--- src/rtl/bcr_map.vh ---
// Register offsets, field positions and reset values of the clock-run and capability bank.
`ifndef BCR_MAP_VH
`define BCR_MAP_VH
`define BCR_OFF_CLKRUN_CTRL 8'ha4
`define BCR_OFF_SUBSYS_CAP 8'ha8
`define BCR_OFF_CARD_ID 8'hac
`define BCR_OFF_EXPRESS_CAP 8'hb0
`define BCR_OFF_SLOT_ID_CFG 8'hc0
`define BCR_OFF_BRIDGE_STATUS 8'hc4
`define BCR_CLK_SLOT0_LSB 0
`define BCR_CLK_SLOT3_LSB 6
`define BCR_CLK_DISABLE_CODE 2'h3
`define BCR_STOP_STATUS_BIT 13
`define BCR_CLKRUN_EN_BIT 14
`define BCR_CLKRUN_MODE_BIT 15
`define BCR_L0S_GATE_BIT 16
`define BCR_SCRAMBLE_LSB 17
`define BCR_RW_MASK 32'h0007c0ff
`define BCR_CLKRUN_RESET 32'h00010000
`define BCR_SUBSYS_CAP_ID 8'h0d
`define BCR_NEXT_TO_EXPRESS 8'hb0
`define BCR_NEXT_TO_SLOT_ID 8'ha0
`define BCR_EXPRESS_CAP_ID 8'h10
`define BCR_EXPRESS_NEXT 8'hf0
`define BCR_EXPRESS_VERSION 4'h1
`define BCR_PORT_FORWARD 4'h7
`define BCR_PORT_REVERSE 4'h8
`define BCR_RESP_OKAY 2'h0
`define BCR_RESP_SLVERR 2'h2
`endif

--- src/rtl/bcr_regs.v ---
// Clock-run control and capability registers of the bridge, reached over AXI4-Lite.
`timescale 1ns/10ps
`include "bcr_map.vh"

module bcr_regs #(
  parameter [15:0] CARD_VENDOR_ID = 16'h0000,
  parameter [15:0] CARD_ID = 16'h0000,
  parameter NUM_SLOTS = 4
) (
  input wire clk_i,
  input wire resetn_i,
  input wire [7:0] s_axi_awaddr,
  input wire s_axi_awvalid,
  output wire s_axi_awready,
  input wire [31:0] s_axi_wdata,
  input wire [3:0] s_axi_wstrb,
  input wire s_axi_wvalid,
  output wire s_axi_wready,
  output reg [1:0] s_axi_bresp,
  output reg s_axi_bvalid,
  input wire s_axi_bready,
  input wire [7:0] s_axi_araddr,
  input wire s_axi_arvalid,
  output wire s_axi_arready,
  output reg [31:0] s_axi_rdata,
  output reg [1:0] s_axi_rresp,
  output reg s_axi_rvalid,
  input wire s_axi_rready,
  input wire reverse_bridge_i,
  input wire d3hot_i,
  input wire secondary_bus_idle_i,
  input wire primary_request_pending_i,
  input wire receiver_elec_idle_i,
  input wire l0s_request_i,
  input wire eeprom_cfg_write_i,
  input wire eeprom_slot_id_en_i,
  input wire sec_clock_i,
  output wire [NUM_SLOTS-1:0] slot_clock_out_o,
  output wire slot0_secondary_clock_out_o,
  output wire slot3_secondary_clock_out_o,
  output reg sec_clock_stopped_o,
  output wire l0s_enter_o
);

  reg [31:0] clkrun_ctrl;
  reg slot_id_en;
  reg [7:0] aw_addr;
  reg aw_held;
  reg [31:0] w_data;
  reg [3:0] w_strb;
  reg w_held;
  reg [31:0] next_rdata;
  reg next_mapped;
  reg [31:0] next_ctrl;
  reg wr_mapped;
  reg [31:0] clkrun_word;
  reg [31:0] subsys_word;
  reg [31:0] card_word;
  reg [31:0] express_word;
  reg [31:0] slot_cfg_word;
  reg [31:0] status_word;
  wire [7:0] rd_addr;
  wire aw_take;
  wire w_take;
  wire ar_take;
  wire do_write;
  wire stop_request;
  wire mode_stop;
  wire l0s_allowed;
  wire [7:0] subsys_next;
  wire [3:0] port_type;
  genvar g;

  function [31:0] bcr_merge;
    input [31:0] old_val;
    input [31:0] new_val;
    input [3:0] strb;
    integer k;
    begin
      bcr_merge = old_val;
      for (k = 0; k < 4; k = k + 1) begin
        if (strb[k]) begin
          bcr_merge[k*8 +: 8] = new_val[k*8 +: 8];
        end
      end
    end
  endfunction

  function is_mapped;
    input [7:0] addr;
    begin
      case (addr)
        `BCR_OFF_CLKRUN_CTRL,
        `BCR_OFF_SUBSYS_CAP,
        `BCR_OFF_CARD_ID,
        `BCR_OFF_EXPRESS_CAP,
        `BCR_OFF_SLOT_ID_CFG,
        `BCR_OFF_BRIDGE_STATUS: begin
          is_mapped = 1'b1;
        end
        default: is_mapped = 1'b0;
      endcase
    end
  endfunction

  // Byte lanes inside a word are dropped, so every register answers on its whole word.
  function [7:0] word_align;
    input [7:0] addr;
    begin
      word_align = {addr[7:2], 2'b00};
    end
  endfunction

  // A code of 11 turns a slot off on a forward bridge only; the other three codes all leave it running.
  function slot_off;
    input [31:0] ctrl;
    input integer slot;
    begin
      slot_off = (ctrl[2*slot +: 2] == `BCR_CLK_DISABLE_CODE);
    end
  endfunction

  assign subsys_next = slot_id_en ? `BCR_NEXT_TO_SLOT_ID : `BCR_NEXT_TO_EXPRESS;
  assign port_type = reverse_bridge_i ? `BCR_PORT_REVERSE : `BCR_PORT_FORWARD;

  // Mode 0 waits for D3hot; mode 1 stops on an idle bus with nothing pending upstream.
  assign mode_stop = clkrun_ctrl[`BCR_CLKRUN_MODE_BIT] ?
    (secondary_bus_idle_i & ~primary_request_pending_i) :
    d3hot_i;
  assign stop_request = clkrun_ctrl[`BCR_CLKRUN_EN_BIT] & mode_stop;

  // Registered so the gate never follows a glitch on the idle or request inputs.
  always @(posedge clk_i or negedge resetn_i) begin
    if (!resetn_i) begin
      sec_clock_stopped_o <= 1'b0;
    end else begin
      sec_clock_stopped_o <= stop_request;
    end
  end

  // Gating is on the raw clock, so a glitch-free gate cell belongs here in silicon.
  generate
    for (g = 0; g < NUM_SLOTS; g = g + 1) begin : slot_gate
      assign slot_clock_out_o[g] = sec_clock_i & ~sec_clock_stopped_o &
        ~(~reverse_bridge_i & slot_off(clkrun_ctrl, g));
    end
  endgenerate
  assign slot0_secondary_clock_out_o = slot_clock_out_o[`BCR_CLK_SLOT0_LSB / 2];
  assign slot3_secondary_clock_out_o = slot_clock_out_o[`BCR_CLK_SLOT3_LSB / 2];

  assign l0s_allowed = ~clkrun_ctrl[`BCR_L0S_GATE_BIT] | receiver_elec_idle_i;
  assign l0s_enter_o = l0s_request_i & l0s_allowed;

  // Slot identification can only be turned on by the serial configuration memory loader.
  always @(posedge clk_i or negedge resetn_i) begin
    if (!resetn_i) begin
      slot_id_en <= 1'b0;
    end else if (eeprom_cfg_write_i) begin
      slot_id_en <= eeprom_slot_id_en_i;
    end
  end

  // Write channel: address and data are caught in either order, one write at a time.
  assign s_axi_awready = ~aw_held & ~s_axi_bvalid;
  assign s_axi_wready = ~w_held & ~s_axi_bvalid;
  assign aw_take = s_axi_awvalid & s_axi_awready;
  assign w_take = s_axi_wvalid & s_axi_wready;
  assign do_write = aw_held & w_held & ~s_axi_bvalid;

  always @* begin
    wr_mapped = is_mapped(aw_addr);
    next_ctrl = clkrun_ctrl;
    if (aw_addr == `BCR_OFF_CLKRUN_CTRL) begin
      next_ctrl = bcr_merge(clkrun_ctrl, w_data, w_strb);
      next_ctrl = (next_ctrl & `BCR_RW_MASK) | (clkrun_ctrl & ~`BCR_RW_MASK);
    end
  end

  // Address and data sit in their own holding registers until both have arrived.
  always @(posedge clk_i or negedge resetn_i) begin
    if (!resetn_i) begin
      aw_addr <= 8'h00;
      aw_held <= 1'b0;
    end else if (do_write) begin
      aw_held <= 1'b0;
    end else if (aw_take) begin
      aw_addr <= word_align(s_axi_awaddr);
      aw_held <= 1'b1;
    end
  end

  always @(posedge clk_i or negedge resetn_i) begin
    if (!resetn_i) begin
      w_data <= 32'h00000000;
      w_strb <= 4'h0;
      w_held <= 1'b0;
    end else if (do_write) begin
      w_held <= 1'b0;
    end else if (w_take) begin
      w_data <= s_axi_wdata;
      w_strb <= s_axi_wstrb;
      w_held <= 1'b1;
    end
  end

  // A write to an unmapped offset still answers, so a probing host never hangs.
  always @(posedge clk_i or negedge resetn_i) begin
    if (!resetn_i) begin
      s_axi_bvalid <= 1'b0;
      s_axi_bresp <= `BCR_RESP_OKAY;
    end else if (do_write) begin
      s_axi_bvalid <= 1'b1;
      s_axi_bresp <= wr_mapped ? `BCR_RESP_OKAY : `BCR_RESP_SLVERR;
    end else if (s_axi_bvalid && s_axi_bready) begin
      s_axi_bvalid <= 1'b0;
    end
  end

  // Only the writable bits ever change; stop status is never stored here.
  always @(posedge clk_i or negedge resetn_i) begin
    if (!resetn_i) begin
      clkrun_ctrl <= `BCR_CLKRUN_RESET;
    end else if (do_write) begin
      clkrun_ctrl <= next_ctrl;
    end
  end

  // Read channel: the word is assembled from live state, so stop status is current.
  assign s_axi_arready = ~s_axi_rvalid;
  assign ar_take = s_axi_arvalid & s_axi_arready;
  assign rd_addr = word_align(s_axi_araddr);

  // Each readable word is built on its own, with every unused bit held at zero.
  always @* begin
    clkrun_word = clkrun_ctrl & `BCR_RW_MASK;
    clkrun_word[`BCR_STOP_STATUS_BIT] = sec_clock_stopped_o;
  end

  always @* begin
    subsys_word = 32'h00000000;
    subsys_word[7:0] = `BCR_SUBSYS_CAP_ID;
    subsys_word[15:8] = subsys_next;
  end

  // Card identifiers are fixed at build time; software cannot change them.
  always @* begin
    card_word = 32'h00000000;
    card_word[15:0] = CARD_VENDOR_ID;
    card_word[31:16] = CARD_ID;
  end

  // Port type and slot bit follow the strap live, so a strap change shows at once.
  always @* begin
    express_word = 32'h00000000;
    express_word[7:0] = `BCR_EXPRESS_CAP_ID;
    express_word[15:8] = `BCR_EXPRESS_NEXT;
    express_word[19:16] = `BCR_EXPRESS_VERSION;
    express_word[23:20] = port_type;
    express_word[24] = reverse_bridge_i;
  end

  always @* begin
    slot_cfg_word = 32'h00000000;
    slot_cfg_word[0] = slot_id_en;
  end

  // Raw stop request is shown here for debug, one cycle ahead of the status bit.
  always @* begin
    status_word = 32'h00000000;
    status_word[0] = stop_request;
    status_word[1] = reverse_bridge_i;
  end

  always @* begin
    next_rdata = 32'h00000000;
    next_mapped = 1'b1;
    case (rd_addr)
      `BCR_OFF_CLKRUN_CTRL: begin
        next_rdata = clkrun_word;
      end
      `BCR_OFF_SUBSYS_CAP: begin
        next_rdata = subsys_word;
      end
      `BCR_OFF_CARD_ID: begin
        next_rdata = card_word;
      end
      `BCR_OFF_EXPRESS_CAP: begin
        next_rdata = express_word;
      end
      `BCR_OFF_SLOT_ID_CFG: begin
        next_rdata = slot_cfg_word;
      end
      `BCR_OFF_BRIDGE_STATUS: begin
        next_rdata = status_word;
      end
      default: begin
        next_mapped = 1'b0;
      end
    endcase
  end

  always @(posedge clk_i or negedge resetn_i) begin
    if (!resetn_i) begin
      s_axi_rvalid <= 1'b0;
    end else if (ar_take) begin
      s_axi_rvalid <= 1'b1;
    end else if (s_axi_rvalid && s_axi_rready) begin
      s_axi_rvalid <= 1'b0;
    end
  end

  // Data and response only move on a taken read, so both stand until rready.
  always @(posedge clk_i or negedge resetn_i) begin
    if (!resetn_i) begin
      s_axi_rdata <= 32'h00000000;
      s_axi_rresp <= `BCR_RESP_OKAY;
    end else if (ar_take) begin
      s_axi_rdata <= next_rdata;
      s_axi_rresp <= next_mapped ? `BCR_RESP_OKAY : `BCR_RESP_SLVERR;
    end
  end

endmodule

--- config.mk ---
export PLATFORM = sky130hd
export DESIGN_NAME = bcr_regs
export DESIGN_NICKNAME = d
export VERILOG_FILES = /design/src/rtl/bcr_regs.v
export VERILOG_INCLUDE_DIRS = /design/src /design/src/rtl
export SDC_FILE = /design/constraint.sdc
export NUM_CORES = 1
export LEC_CHECK = 0
export BUFFER_PORTS_ARGS = -buffer_cell sky130_fd_sc_hd__buf_2
export CAP_MARGIN = 20
export CORE_MARGIN = 4
export CORE_UTILIZATION = 47
export DETAILED_ROUTE_END_ITERATION = 8
export GPL_ROUTABILITY_DRIVEN = 1
export PLACE_DENSITY = 0.79
export SLEW_MARGIN = 10
export SYNTH_ARGS = -nofsm -noshare
export SYNTH_HDL_FRONTEND = slang
export SYNTH_SLANG_ARGS = --single-unit
--- constraint.sdc ---
create_clock -name clk_i -period 2.3 [get_ports clk_i]
set_input_delay 0.23 -clock clk_i [delete_from_list [all_inputs] [get_ports clk_i]]
set_output_delay 0.23 -clock clk_i [all_outputs]
set_load 0.005 [all_outputs]
==> results by group, run 1 <==
Setup path
  – WP data arrival: 1.99 ns
  – CP required: about 2.5 ns
  – Slowest stage delay, CP: 0.43 ns
  – CP bufs+invs: 0
  – CP Cell Sequence: or3b_4, nor4_4, nand2_2, mux2_2
  – Slowest stage cell, crit path: or3b_4
  – Crit-path leading delay family: simple AND/OR/NAND/NOR gates
  – Setup crit end kind: register
  – Worst setup SP type: register
  – Worst Path Max Fanout: 8
  – Crit Path Category: reg2reg

Die
  – Num ports: 117
  – Initial Util: approximately half
  – Die width: roughly 84 um
  – # rows: 27
  – Die Ht: 83.6 um
  – Die ar.: 6990 um^2
  – Core area: 5540 um^2

Drt
  – Post-route ant nets: 0
  – DRT Wirelength: between 5000 and 6000 um
  – DRC viols: 0
  – DR WL/cell: 14.1 um
  – Drt pass-1 iters: 4
  – Starting DRC count in detailed routing: 41
  – Mean number of vias per cell: 5.08
  – Via count: 1993

Place
  – Post-DP HPWL: roughly 4200 um
  – GPL Wtd Cong: 0.772
  – DP Worst Slack: between 0.5 and 0.6 ns
  – Placed insts: 375
  – PortBufs: just under 80

CTS
  – H-tree Lvls: 3
  – Post-CTS Setup Repair Bufs: 0
  – Hold Buf Count CTS: 1
  – Clock Tree Root: clkbuf_8
  – CTS buffer count: 9
  – CTS sink cnt: 60
  – CTS tree: built
  – Post-CTS resize count: 0
  – Later-pin clock latency in the skew report: approximately 0.33 ns
  – CTS clk-pin slew, worst paths: 0.07 ns
  – Longest Clk Path Bufs: 2

Cells and area
  – Multi-input logic area: 1040 um^2
  – Net count, final: 383
  – Fill count: 478
  – Layout area overhead: 23.8%
  – Layout cell share with drive strength beyond 1: about 44%
  – Register area: 1500 um^2
  – N_diodes: 0
  – Post-Layout Cell Count: 392

Timing
  – Final setup TNS: 0 ns
  – Min Tclk post-route: 1.77 ns
  – Setup Skew: 0.00677 ns
  – Period utilization: 77.1%
  – Slew @ Worst Pin: 0.772 ns
  – RSZ-0062 raised after global routing: no
  – Setup Viol. Count Final: 0
  – Hold Fails Final Rpt: 0
  – Peak Freq: around 0.56 GHz
  – Max-slew violation count: 0
  – Worst slew margin: 48.4%
  – Final setup margin: approximately 0.53 ns

Global route
  – Initial antenna violation count: 1
  – Global Route Usage Sum: 16.8%
  – Grt total ovfl: 0
  – Pin count of the biggest net entering global routing: 26
  – First-pass GRT wire length: roughly 9300 um
  – Vias in the first global route: 1992

Logic synthesis
  – Distinct cells, synth: 34
  – #FFs+latches synth: 60
  – Post-synth top area share: 55.0%
  – Most used standard cell by instance count after synthesis: dfrtp_1
  – Largest area contributor in the netlist: dfrtp_1
  – Mapped Cells: 234
  – Number of synthesized flops with an enable pin: 0
  – Warnings from Yosys: 0
  – Syn_area_per_cell: between 10 and 15 um^2
  – Mapped Area: 2690 um^2
  – Synth Flop Type: dfrtp_1
  – FFs w/ async S/R, synth: 100%
  – Sequential area share after synthesis: 56.0%
  – Top area cells in the synthesized netlist: dfrtp_1 55%, mux2_2 15%, buf_4 5.3%
  – Commonest cells in the netlist: 59 x dfrtp_1, 36 x mux2_2, 29 x nand2_1

Power
  – Maximum vdd drop: 0.530 mV
  – Total power draw: 3.48 mW
  – P_leak: 1.66 nW
  – Pwr Density: 1050 nW/um^2

Flow run
  – Max Cap Viol: 0

Outcome
  – Status: finished, final reports clean

Min path
  – Worst hold path class: in2reg
worst register-to-register path: cells and delay by family (launching register included):
family / cells / cell delay [ns]
flops: 1 / 0.41
mux: 1 / 0.32
simple gates: 3 / 0.94
final timing paths:
kind | start | endpoint | slack (ns) | depth (start not counted)
hold / removal | s_axi_rready | s_axi_rvalid | 0.08 | 2
setup / recovery | aw_addr[4] | register | 0.53 | 4
min in group asynchronous | resetn_i | w_data[7] | 0.36 | 2
hold reg to reg | s_axi_rdata[12] | s_axi_rdata[12] | 0.46 | 2
setup reg to reg | aw_addr[4] | register | 0.53 | 4
max in group asynchronous | resetn_i | asynchronous set/reset pin | 1.22 | 3
layout make-up:
class | count | share of cell area (%)
clock buffers | 9 | 3.73
clock inverters | 7 | 3.46
inverters | 5 | 0.565
multi-input cells | 155 | 31.2
flip-flops and latches | 60 | 45.2
well taps | 72 | 2.71
repair buffers | 84 | 13.2
cell families (layout without fill, tap and decap cells):
family / Yosys count / count (layout) / synth area share [%]
compound gates: 35 / 35 / 7.69
buf+inv: 32 / 105 / 7.27
flops: 60 / 60 / 56.0
mux: 36 / 36 / 15.1
other cells: 1 / 14 / 0.140
simple gates: 70 / 70 / 13.8
metal layers:
metal | vias up | part of all wire [%] | GRT usage [%]
met3 | 12 | 10 | 5.92
met1 | 942 | 40 | 20.0
met5 | - | 0.24 | 0
met4 | 2 | 1.9 | 8.04
li1 | 944 | - | -
met2 | 93 | 47 | 27.1
per-stage QoR:
| step | hold WS [ns] | cell area, um^2 | utilization (%) |
|---|---|---|---|
| after CTS | 0.0660 | 3320 | 60.0 |
| after global routing | 0.0857 | 3320 | 60.0 |
| final | 0.0758 | 3320 | 60.0 |
| after floorplan | -0.0656 | 2730 | - |
| after detailed placement | 0.179 | 3080 | 55.5 |
| after global placement | 0.178 | 3080 | 55.5 |
placed cells by master, fill, tap and decap left out, drive strengths merged, types with 2 or more instances in the layout:
cell	count
bufinv	3
or3b	2
a31oi	5
nor2	11
mux2	36
nand2b	4
nand3b	5
clkinvlp	2
dfrtp	59
a21boi	2
clkbuf	9
a21oi	12
o21ai	10
nand3	6
clkinv	2
inv	5
nand2	30
nor3b	2
and2	2
conb	14
nor3	3
buf	83
power by group:
group	total (mW)	internal (mW)	switching, mW
clock network	1.13	0.715	0.414
logic	0.735	0.429	0.306
registers	1.62	1.39	0.231
total	3.48	2.53	0.951
No activity file was read; power rests on OpenSTA's default activity.
==> run 2, diff against run 1 <==
==> constraint.sdc (replaced) <==
create_clock -name clk_i -period 1.8 [get_ports clk_i]
set_input_delay 0.18 -clock clk_i [delete_from_list [all_inputs] [get_ports clk_i]]
set_output_delay 0.18 -clock clk_i [all_outputs]
set_load 0.005 [all_outputs]
==> run 2 against run 1 <==
Sequential share of layout area increased by 0.43 points. Clock-buffer cell count increased by 3. Die area unchanged. Critical path type unchanged. Highest routed layer unchanged. Maximum frequency increased by 6.1%.
==> results by group, run 2 (same netlist as run 1, synthesis figures left out) <==
Setup path
  – R2R cell count: 4 (unchanged)
  – Worst setup SP type: register
  – Setup crit end kind: register
  – Critical R2R Launch: aw_addr[4]
  – CP required: 2.00 ns (-0.51 ns)
  – Worst Path Max Fanout: 8 (unchanged)
  – WP data arrival: 1.87 ns (-0.12 ns)
  – Crit Path Category: reg2reg
  – Internal reg-to-reg setup slack: 0.13 ns (-0.40 ns)

Timing
  – Max-slew violation count: 0 (unchanged)
  – Hold Fails Final Rpt: 0 (unchanged)
  – Final setup margin: 0.128 ns (-0.398 ns)
  – Setup Viol. Count Final: 0 (unchanged)
  – Peak Freq: 0.598 GHz (+6.1%)
  – Period utilization: 92.9% (+16 points)
  – Final setup TNS: 0 ns (unchanged)
  – Setup Skew: 0.00584 ns (-0.000926 ns)
  – Min Tclk post-route: 1.67 ns (-0.102 ns)
  – WHS: 0.0450 ns (-0.0309 ns)

CTS
  – Longest Clk Path Bufs: 2 (unchanged)
  – CTS sink cnt: 60 (unchanged)
  – CTS buffer count: 9 (unchanged)
  – CTS clk-pin slew, worst paths: 0.06 ns (about the same)
  – Post-CTS Setup Repair Bufs: 0 (unchanged)
  – Later-pin clock latency in the skew report: 0.32 ns (about the same)
  – Clock Tree Root: clkbuf_8
  – H-tree Lvls: 3 (unchanged)
  – CTS tree: built

Global route
  – Global route hottest layer: met2
  – Global Route Usage Sum: 17.0% (+0.21 points)
  – GR Util met1: 19.5% (-0.46 points)
  – Initial antenna violation count: 1 (unchanged)
  – Met2 usage: 27.6% (+0.51 points)
  – First-pass GRT wire length: 9470 um (+1.6%)
  – Grt met3 use: 6.81% (+0.89 points)
  – Grt total ovfl: 0 (unchanged)
  – Vias in the first global route: 2018 (+1.3%)
  – Pin count of the biggest net entering global routing: 42 (+62%)

Min path
  – Hold Crit Start: s_axi_bready
  – Hold EP: s_axi_bvalid
  – Hold Crit Depth: 2 (unchanged)
  – Worst hold path class: in2reg

Cells and area
  – N_diodes: 0 (unchanged)
  – Most common cell after layout, fill and taps aside: buf_2
  – Final Util: 59.4% (-0.56 points)
  – Most frequent cells in the layout: 78 x buf_2, 59 x dfrtp_1, 36 x mux2_2
  – Layout cell share with drive strength beyond 1: 44.1% (+0.073 points)
  – Layout area overhead: 22.6%
  – Net count, final: 388 (+1.3%)

Place
  – DP Worst Slack: 0.0457 ns (-0.472 ns)
  – Post-DP HPWL: 4270 um (+2.1%)
  – GPL Wtd Cong: 0.795 (+2.9%)
  – PortBufs: 78 (unchanged)

Drt
  – DR WL/cell: 14.2 um (+1.1%)
  – DRC viols: 0 (unchanged)
  – Starting DRC count in detailed routing: 66 (+61%)
  – Drt pass-1 iters: 4 (unchanged)
  – Mean number of vias per cell: 5.01 (-1.4%)
  – Via count: 1985 (-0.40%)
  – Post-route ant nets: 0 (unchanged)
  – DRT Wirelength: 5640 um (+2.1%)

Power
  – Clk network pwr share: 23.4% (-9.0 points)
  – Maximum vdd drop: 0.820 mV (+55%)
  – Switching part of the total: 29.3% (+2.0 points)
  – Pwr Density: 1230 nW/um^2 (+17%)
  – P_leak: 1.67 nW (+0.22%)
  – Switching power of the nets: 1.18 mW (+25%)
  – Power Internal: 2.86 mW (+13%)
  – Fraction of power consumed by sequential logic: 51.1% (+4.6 points)
  – Comb pwr share: 25.5% (+4.4 points)

Die
  – Core area: 5540 um^2 (unchanged)
  – Initial Util: 48.5% (unchanged)
  – Num ports: 117 (unchanged)
  – Die Ht: 83.6 um (unchanged)
  – Die width: 83.6 um (unchanged)
  – Die ar.: 6990 um^2 (unchanged)
  – # rows: 27 (unchanged)

Outcome
  – Status: finished, final reports clean

Flow run
  – Max Cap Viol: 0 (unchanged)
-- run 2: changes by cell type in the layout (fill, tap and decap cells not counted), sizes merged --
cell	before	now
clkbuf	9	12
clkinv	2	3
clkinvlp	2	0
bufinv	3	0
buf	83	88
-- run 2: area by class of cell --
| class | count | area (um^2) |
|---|---|---|
| clock buffers | 12 | 135 |
| clock inverters | 3 | 15.0 |
| fillers | 468 | 2250 |
| inverters | 5 | 18.8 |
| multi-input cells | 155 | 1040 |
| flip-flops and latches | 60 | 1500 |
| well taps | 72 | 90.1 |
| repair buffers | 89 | 488 |
-- run 2: metal layers --
layer,routed length (um),up-vias
li1,-,950
met1,2340,940
met2,2660,78
met3,481,15
met4,138,2
met5,20,-
-- run 2: worst max path at each step --
| stage | start | endpoint | slack, ns | depth (start not counted) |
|---|---|---|---|---|
| floorplan | aw_addr[4] | register | 0.19 | 4 |
| global placement | aw_addr[4] | register | 0.07 | 4 |
| detailed placement | aw_addr[4] | register | 0.05 | 4 |
| CTS | aw_addr[4] | register | 0.03 | 4 |
| global route | s_axi_bvalid | register | -0.005 | 4 |
| finish | aw_addr[4] | register | 0.13 | 4 |
-- run 2: power groups by stage --
stage,Clock (mW),Combinational [mW],Sequential [mW]
floorplan,0,0.720,2.00
global placement,0,0.981,2.05
detailed placement,0,1.03,2.08
CTS,0.983,1.04,2.06
global route,1.07,1.14,2.12
finish,0.947,1.03,2.06
-- run 2: timing repair --
item	4_1_cts	5_1_grt
endpoints found under the setup margin	0	8
hold endpoints to repair	19	0
gates resized for setup	0	2
hold buffers	1	0
-- run 2: per-stage QoR --
step           cells  instance area [um^2]  total power [mW]
2_1_floorplan    247                  2730              2.72
3_3_place_gp     380                  3130              3.03
3_5_place_dp     380                  3130              3.11
4_1_cts          396                  3290              4.09
5_1_grt          396                  3290              4.33
6_report         396                  3290              4.04
-- run 2: worst max-delay path: stages, from the launching register on --
cell	delay (ns)
dfrtp_1	0.38
or3b_4	0.43
nor4_4	0.29
nand2_4	0.16
mux2_2	0.30
==> run 3, diff against run 2 <==
--- a/config.mk
+++ b/config.mk
@@ -13,6 +13,7 @@
 export DETAILED_ROUTE_END_ITERATION = 8
 export GPL_ROUTABILITY_DRIVEN = 1
 export PLACE_DENSITY = 0.79
+export SETUP_SLACK_MARGIN = 0.15
 export SLEW_MARGIN = 10
 export SYNTH_ARGS = -nofsm -noshare
 export SYNTH_HDL_FRONTEND = slang
==> run 3 against run 2 <==
Total power increased by 0.14%. Clock power about the same. Non-clock buffer count increased by 1. Critical path depth increased by 1. Die area unchanged. Critical path type unchanged. Largest power group unchanged. Sequential cell count unchanged.
==> results by group, run 3 (same netlist as run 1, synthesis figures left out) <==
Outcome
  – Status: finished, final reports clean

Cells and area
  – Layout area overhead: 23.5%
  – Most frequent cells in the layout: 78 x buf_2, 59 x dfrtp_1, 36 x mux2_2
  – N_diodes: 0 (unchanged)
  – Post-Layout Cell Count: 397 (+0.25%)
  – Most common cell after layout, fill and taps aside: buf_2
  – Net count, final: 389 (+0.26%)
  – Layout cell share with drive strength beyond 1: 44.6% (+0.48 points)

Global route
  – Grt total ovfl: 0 (unchanged)
  – Pin count of the biggest net entering global routing: 42 (unchanged)
  – Vias in the first global route: 2027 (+0.45%)
  – Initial antenna violation count: 1 (unchanged)
  – First-pass GRT wire length: 9510 um (+0.37%)
  – Global Route Usage Sum: 17.1% (+0.042 points)

Setup path
  – Worst setup SP type: register
  – Critical R2R Launch: aw_addr[6]
  – Setup crit end kind: register
  – Slowest stage delay, CP: 0.42 ns (about the same)
  – Slowest stage cell, crit path: or3b_4
  – CP required: 2.00 ns (about the same)
  – Internal reg-to-reg setup slack: 0.09 ns (-0.04 ns)
  – Crit path from: aw_addr[6]
  – R2R cell count: 5 (+1)
  – Worst Path Max Fanout: 8 (unchanged)
  – WP data arrival: 1.91 ns (+0.04 ns)
  – CP Cell Sequence: or3b_4, nor4_4, buf_6, nand2_8, mux2_2
  – Crit Path Category: reg2reg

Power
  – Comb pwr share: 25.5% (about the same)
  – Pwr Density: 1220 nW/um^2 (-0.54%)
  – Clk network pwr share: 23.3% (about the same)
  – P_leak: 1.67 nW (about the same)
  – Switching power of the nets: 1.19 mW (+0.47%)
  – Maximum vdd drop: 0.825 mV (+0.56%)
  – Fraction of power consumed by sequential logic: 51.2% (about the same)
  – Power Internal: 2.86 mW (about the same)
  – Switching part of the total: 29.4% (+0.097 points)

Die
  – Die width: 83.6 um (unchanged)
  – Num ports: 117 (unchanged)
  – # rows: 27 (unchanged)
  – Die ar.: 6990 um^2 (unchanged)
  – Core area: 5540 um^2 (unchanged)
  – Initial Util: 48.5% (unchanged)
  – Die Ht: 83.6 um (unchanged)

Timing
  – Setup Viol. Count Final: 0 (unchanged)
  – Peak Freq: 0.585 GHz (-2.2%)
  – Hold Fails Final Rpt: 0 (unchanged)
  – Max-slew violation count: 0 (unchanged)
  – Setup Skew: 0.00540 ns (-0.000445 ns)
  – Min Tclk post-route: 1.71 ns (+0.0385 ns)
  – Period utilization: 95.0% (+2.1 points)
  – RSZ-0062 raised after global routing: yes
  – Final setup TNS: 0 ns (unchanged)

Drt
  – Via count: 2010 (+1.3%)
  – DR WL/cell: 14.2 um (-0.46%)
  – Starting DRC count in detailed routing: 82 (+24%)
  – Post-route ant nets: 0 (unchanged)
  – DRT Wirelength: 5620 um (-0.21%)
  – Drt pass-1 iters: 4 (unchanged)
  – Mean number of vias per cell: 5.06 (+1.0%)
  – DRC viols: 0 (unchanged)

CTS
  – H-tree Lvls: 3 (unchanged)
  – Clock Tree Root: clkbuf_8
  – Longest Clk Path Bufs: 2 (unchanged)
  – Later-pin clock latency in the skew report: 0.32 ns (about the same)
  – CTS buffer count: 9 (unchanged)
  – CTS clk-pin slew, worst paths: 0.06 ns (about the same)
  – CTS tree: built
  – CTS sink cnt: 60 (unchanged)

Min path
  – Worst hold path class: in2reg

Place
  – GPL Wtd Cong: 0.795 (unchanged)
  – Post-DP HPWL: 4270 um (unchanged)
  – Placed insts: 380 (unchanged)
  – PortBufs: 78 (unchanged)

Flow run
  – Max Cap Viol: 0 (unchanged)
run 3: final cells by class:
| type | instances | area, um^2 |
|---|---|---|
| Fill cell | 464 | 2220 |
| Tap cell | 72 | 90.1 |
| Inverter | 5 | 18.8 |
| Clock buffer | 12 | 135 |
| Timing Repair Buffer | 90 | 499 |
| Clock inverter | 3 | 15.0 |
| Multi-Input combinational cell | 155 | 1050 |
| Sequential cell | 60 | 1500 |
run 3: timing repair:
action,4_1_cts,5_1_grt
endpoints found under the hold margin,19,0
hold buffers,1,0
pin swaps,2,2
setup buffers,0,1
gates resized for setup,1,4
endpoints found under the setup margin,12,13
run 3: worst min-delay path by stage:
stage | cells past startpoint | slack, ns | from | end
final | 2 | 0.04 | s_axi_bready | s_axi_bvalid
after global routing | 2 | 0.03 | s_axi_bready | s_axi_bvalid
after CTS | 2 | 0.02 | s_axi_bready | s_axi_bvalid
after detailed placement | 1 | 0.16 | resetn_i | s_axi_rvalid
after global placement | 1 | 0.15 | resetn_i | s_axi_rvalid
after floorplan | 0 | -0.12 | resetn_i | asynchronous set/reset pin
run 3: critical path, delay by kind of cell (launching register included):
kind / cells / cell delay, ns
and+or+nand+nor: 3 / 0.76
DFF: 1 / 0.38
buffers and inverters: 1 / 0.17
muxes: 1 / 0.28
run 3: power groups by stage:
stage | sequential, mW | clock [mW] | combinational, mW
floorplan | 2.00 | 0 | 0.720
global placement | 2.05 | 0 | 0.981
detailed placement | 2.08 | 0 | 1.03
CTS | 2.06 | 0.983 | 1.04
global route | 2.13 | 1.07 | 1.14
finish | 2.07 | 0.945 | 1.03
run 3: layer usage:
metal  track usage (%)  part of all wire [%]  up-vias
li1                  -                     -      956
met3              6.81                   9.5       14
met5                 0                  0.23        -
met4              8.19                   2.3        2
met2              27.8                    48       86
met1              19.5                    40      952
run 3: stage by stage:
step	power [mW]	instance area (um^2)	setup slack, ns	utilization, %	hold WS (ns)
6_report	4.05	3320	0.0895	59.8	0.0446
5_1_grt	4.34	3320	0.0277	59.8	0.0279
4_1_cts	4.09	3290	0.126	59.4	0.0250
3_5_place_dp	3.11	3130	0.0457	56.4	0.163
3_3_place_gp	3.03	3130	0.0707	56.4	0.153
2_1_floorplan	2.72	2730	0.185	-	-0.116
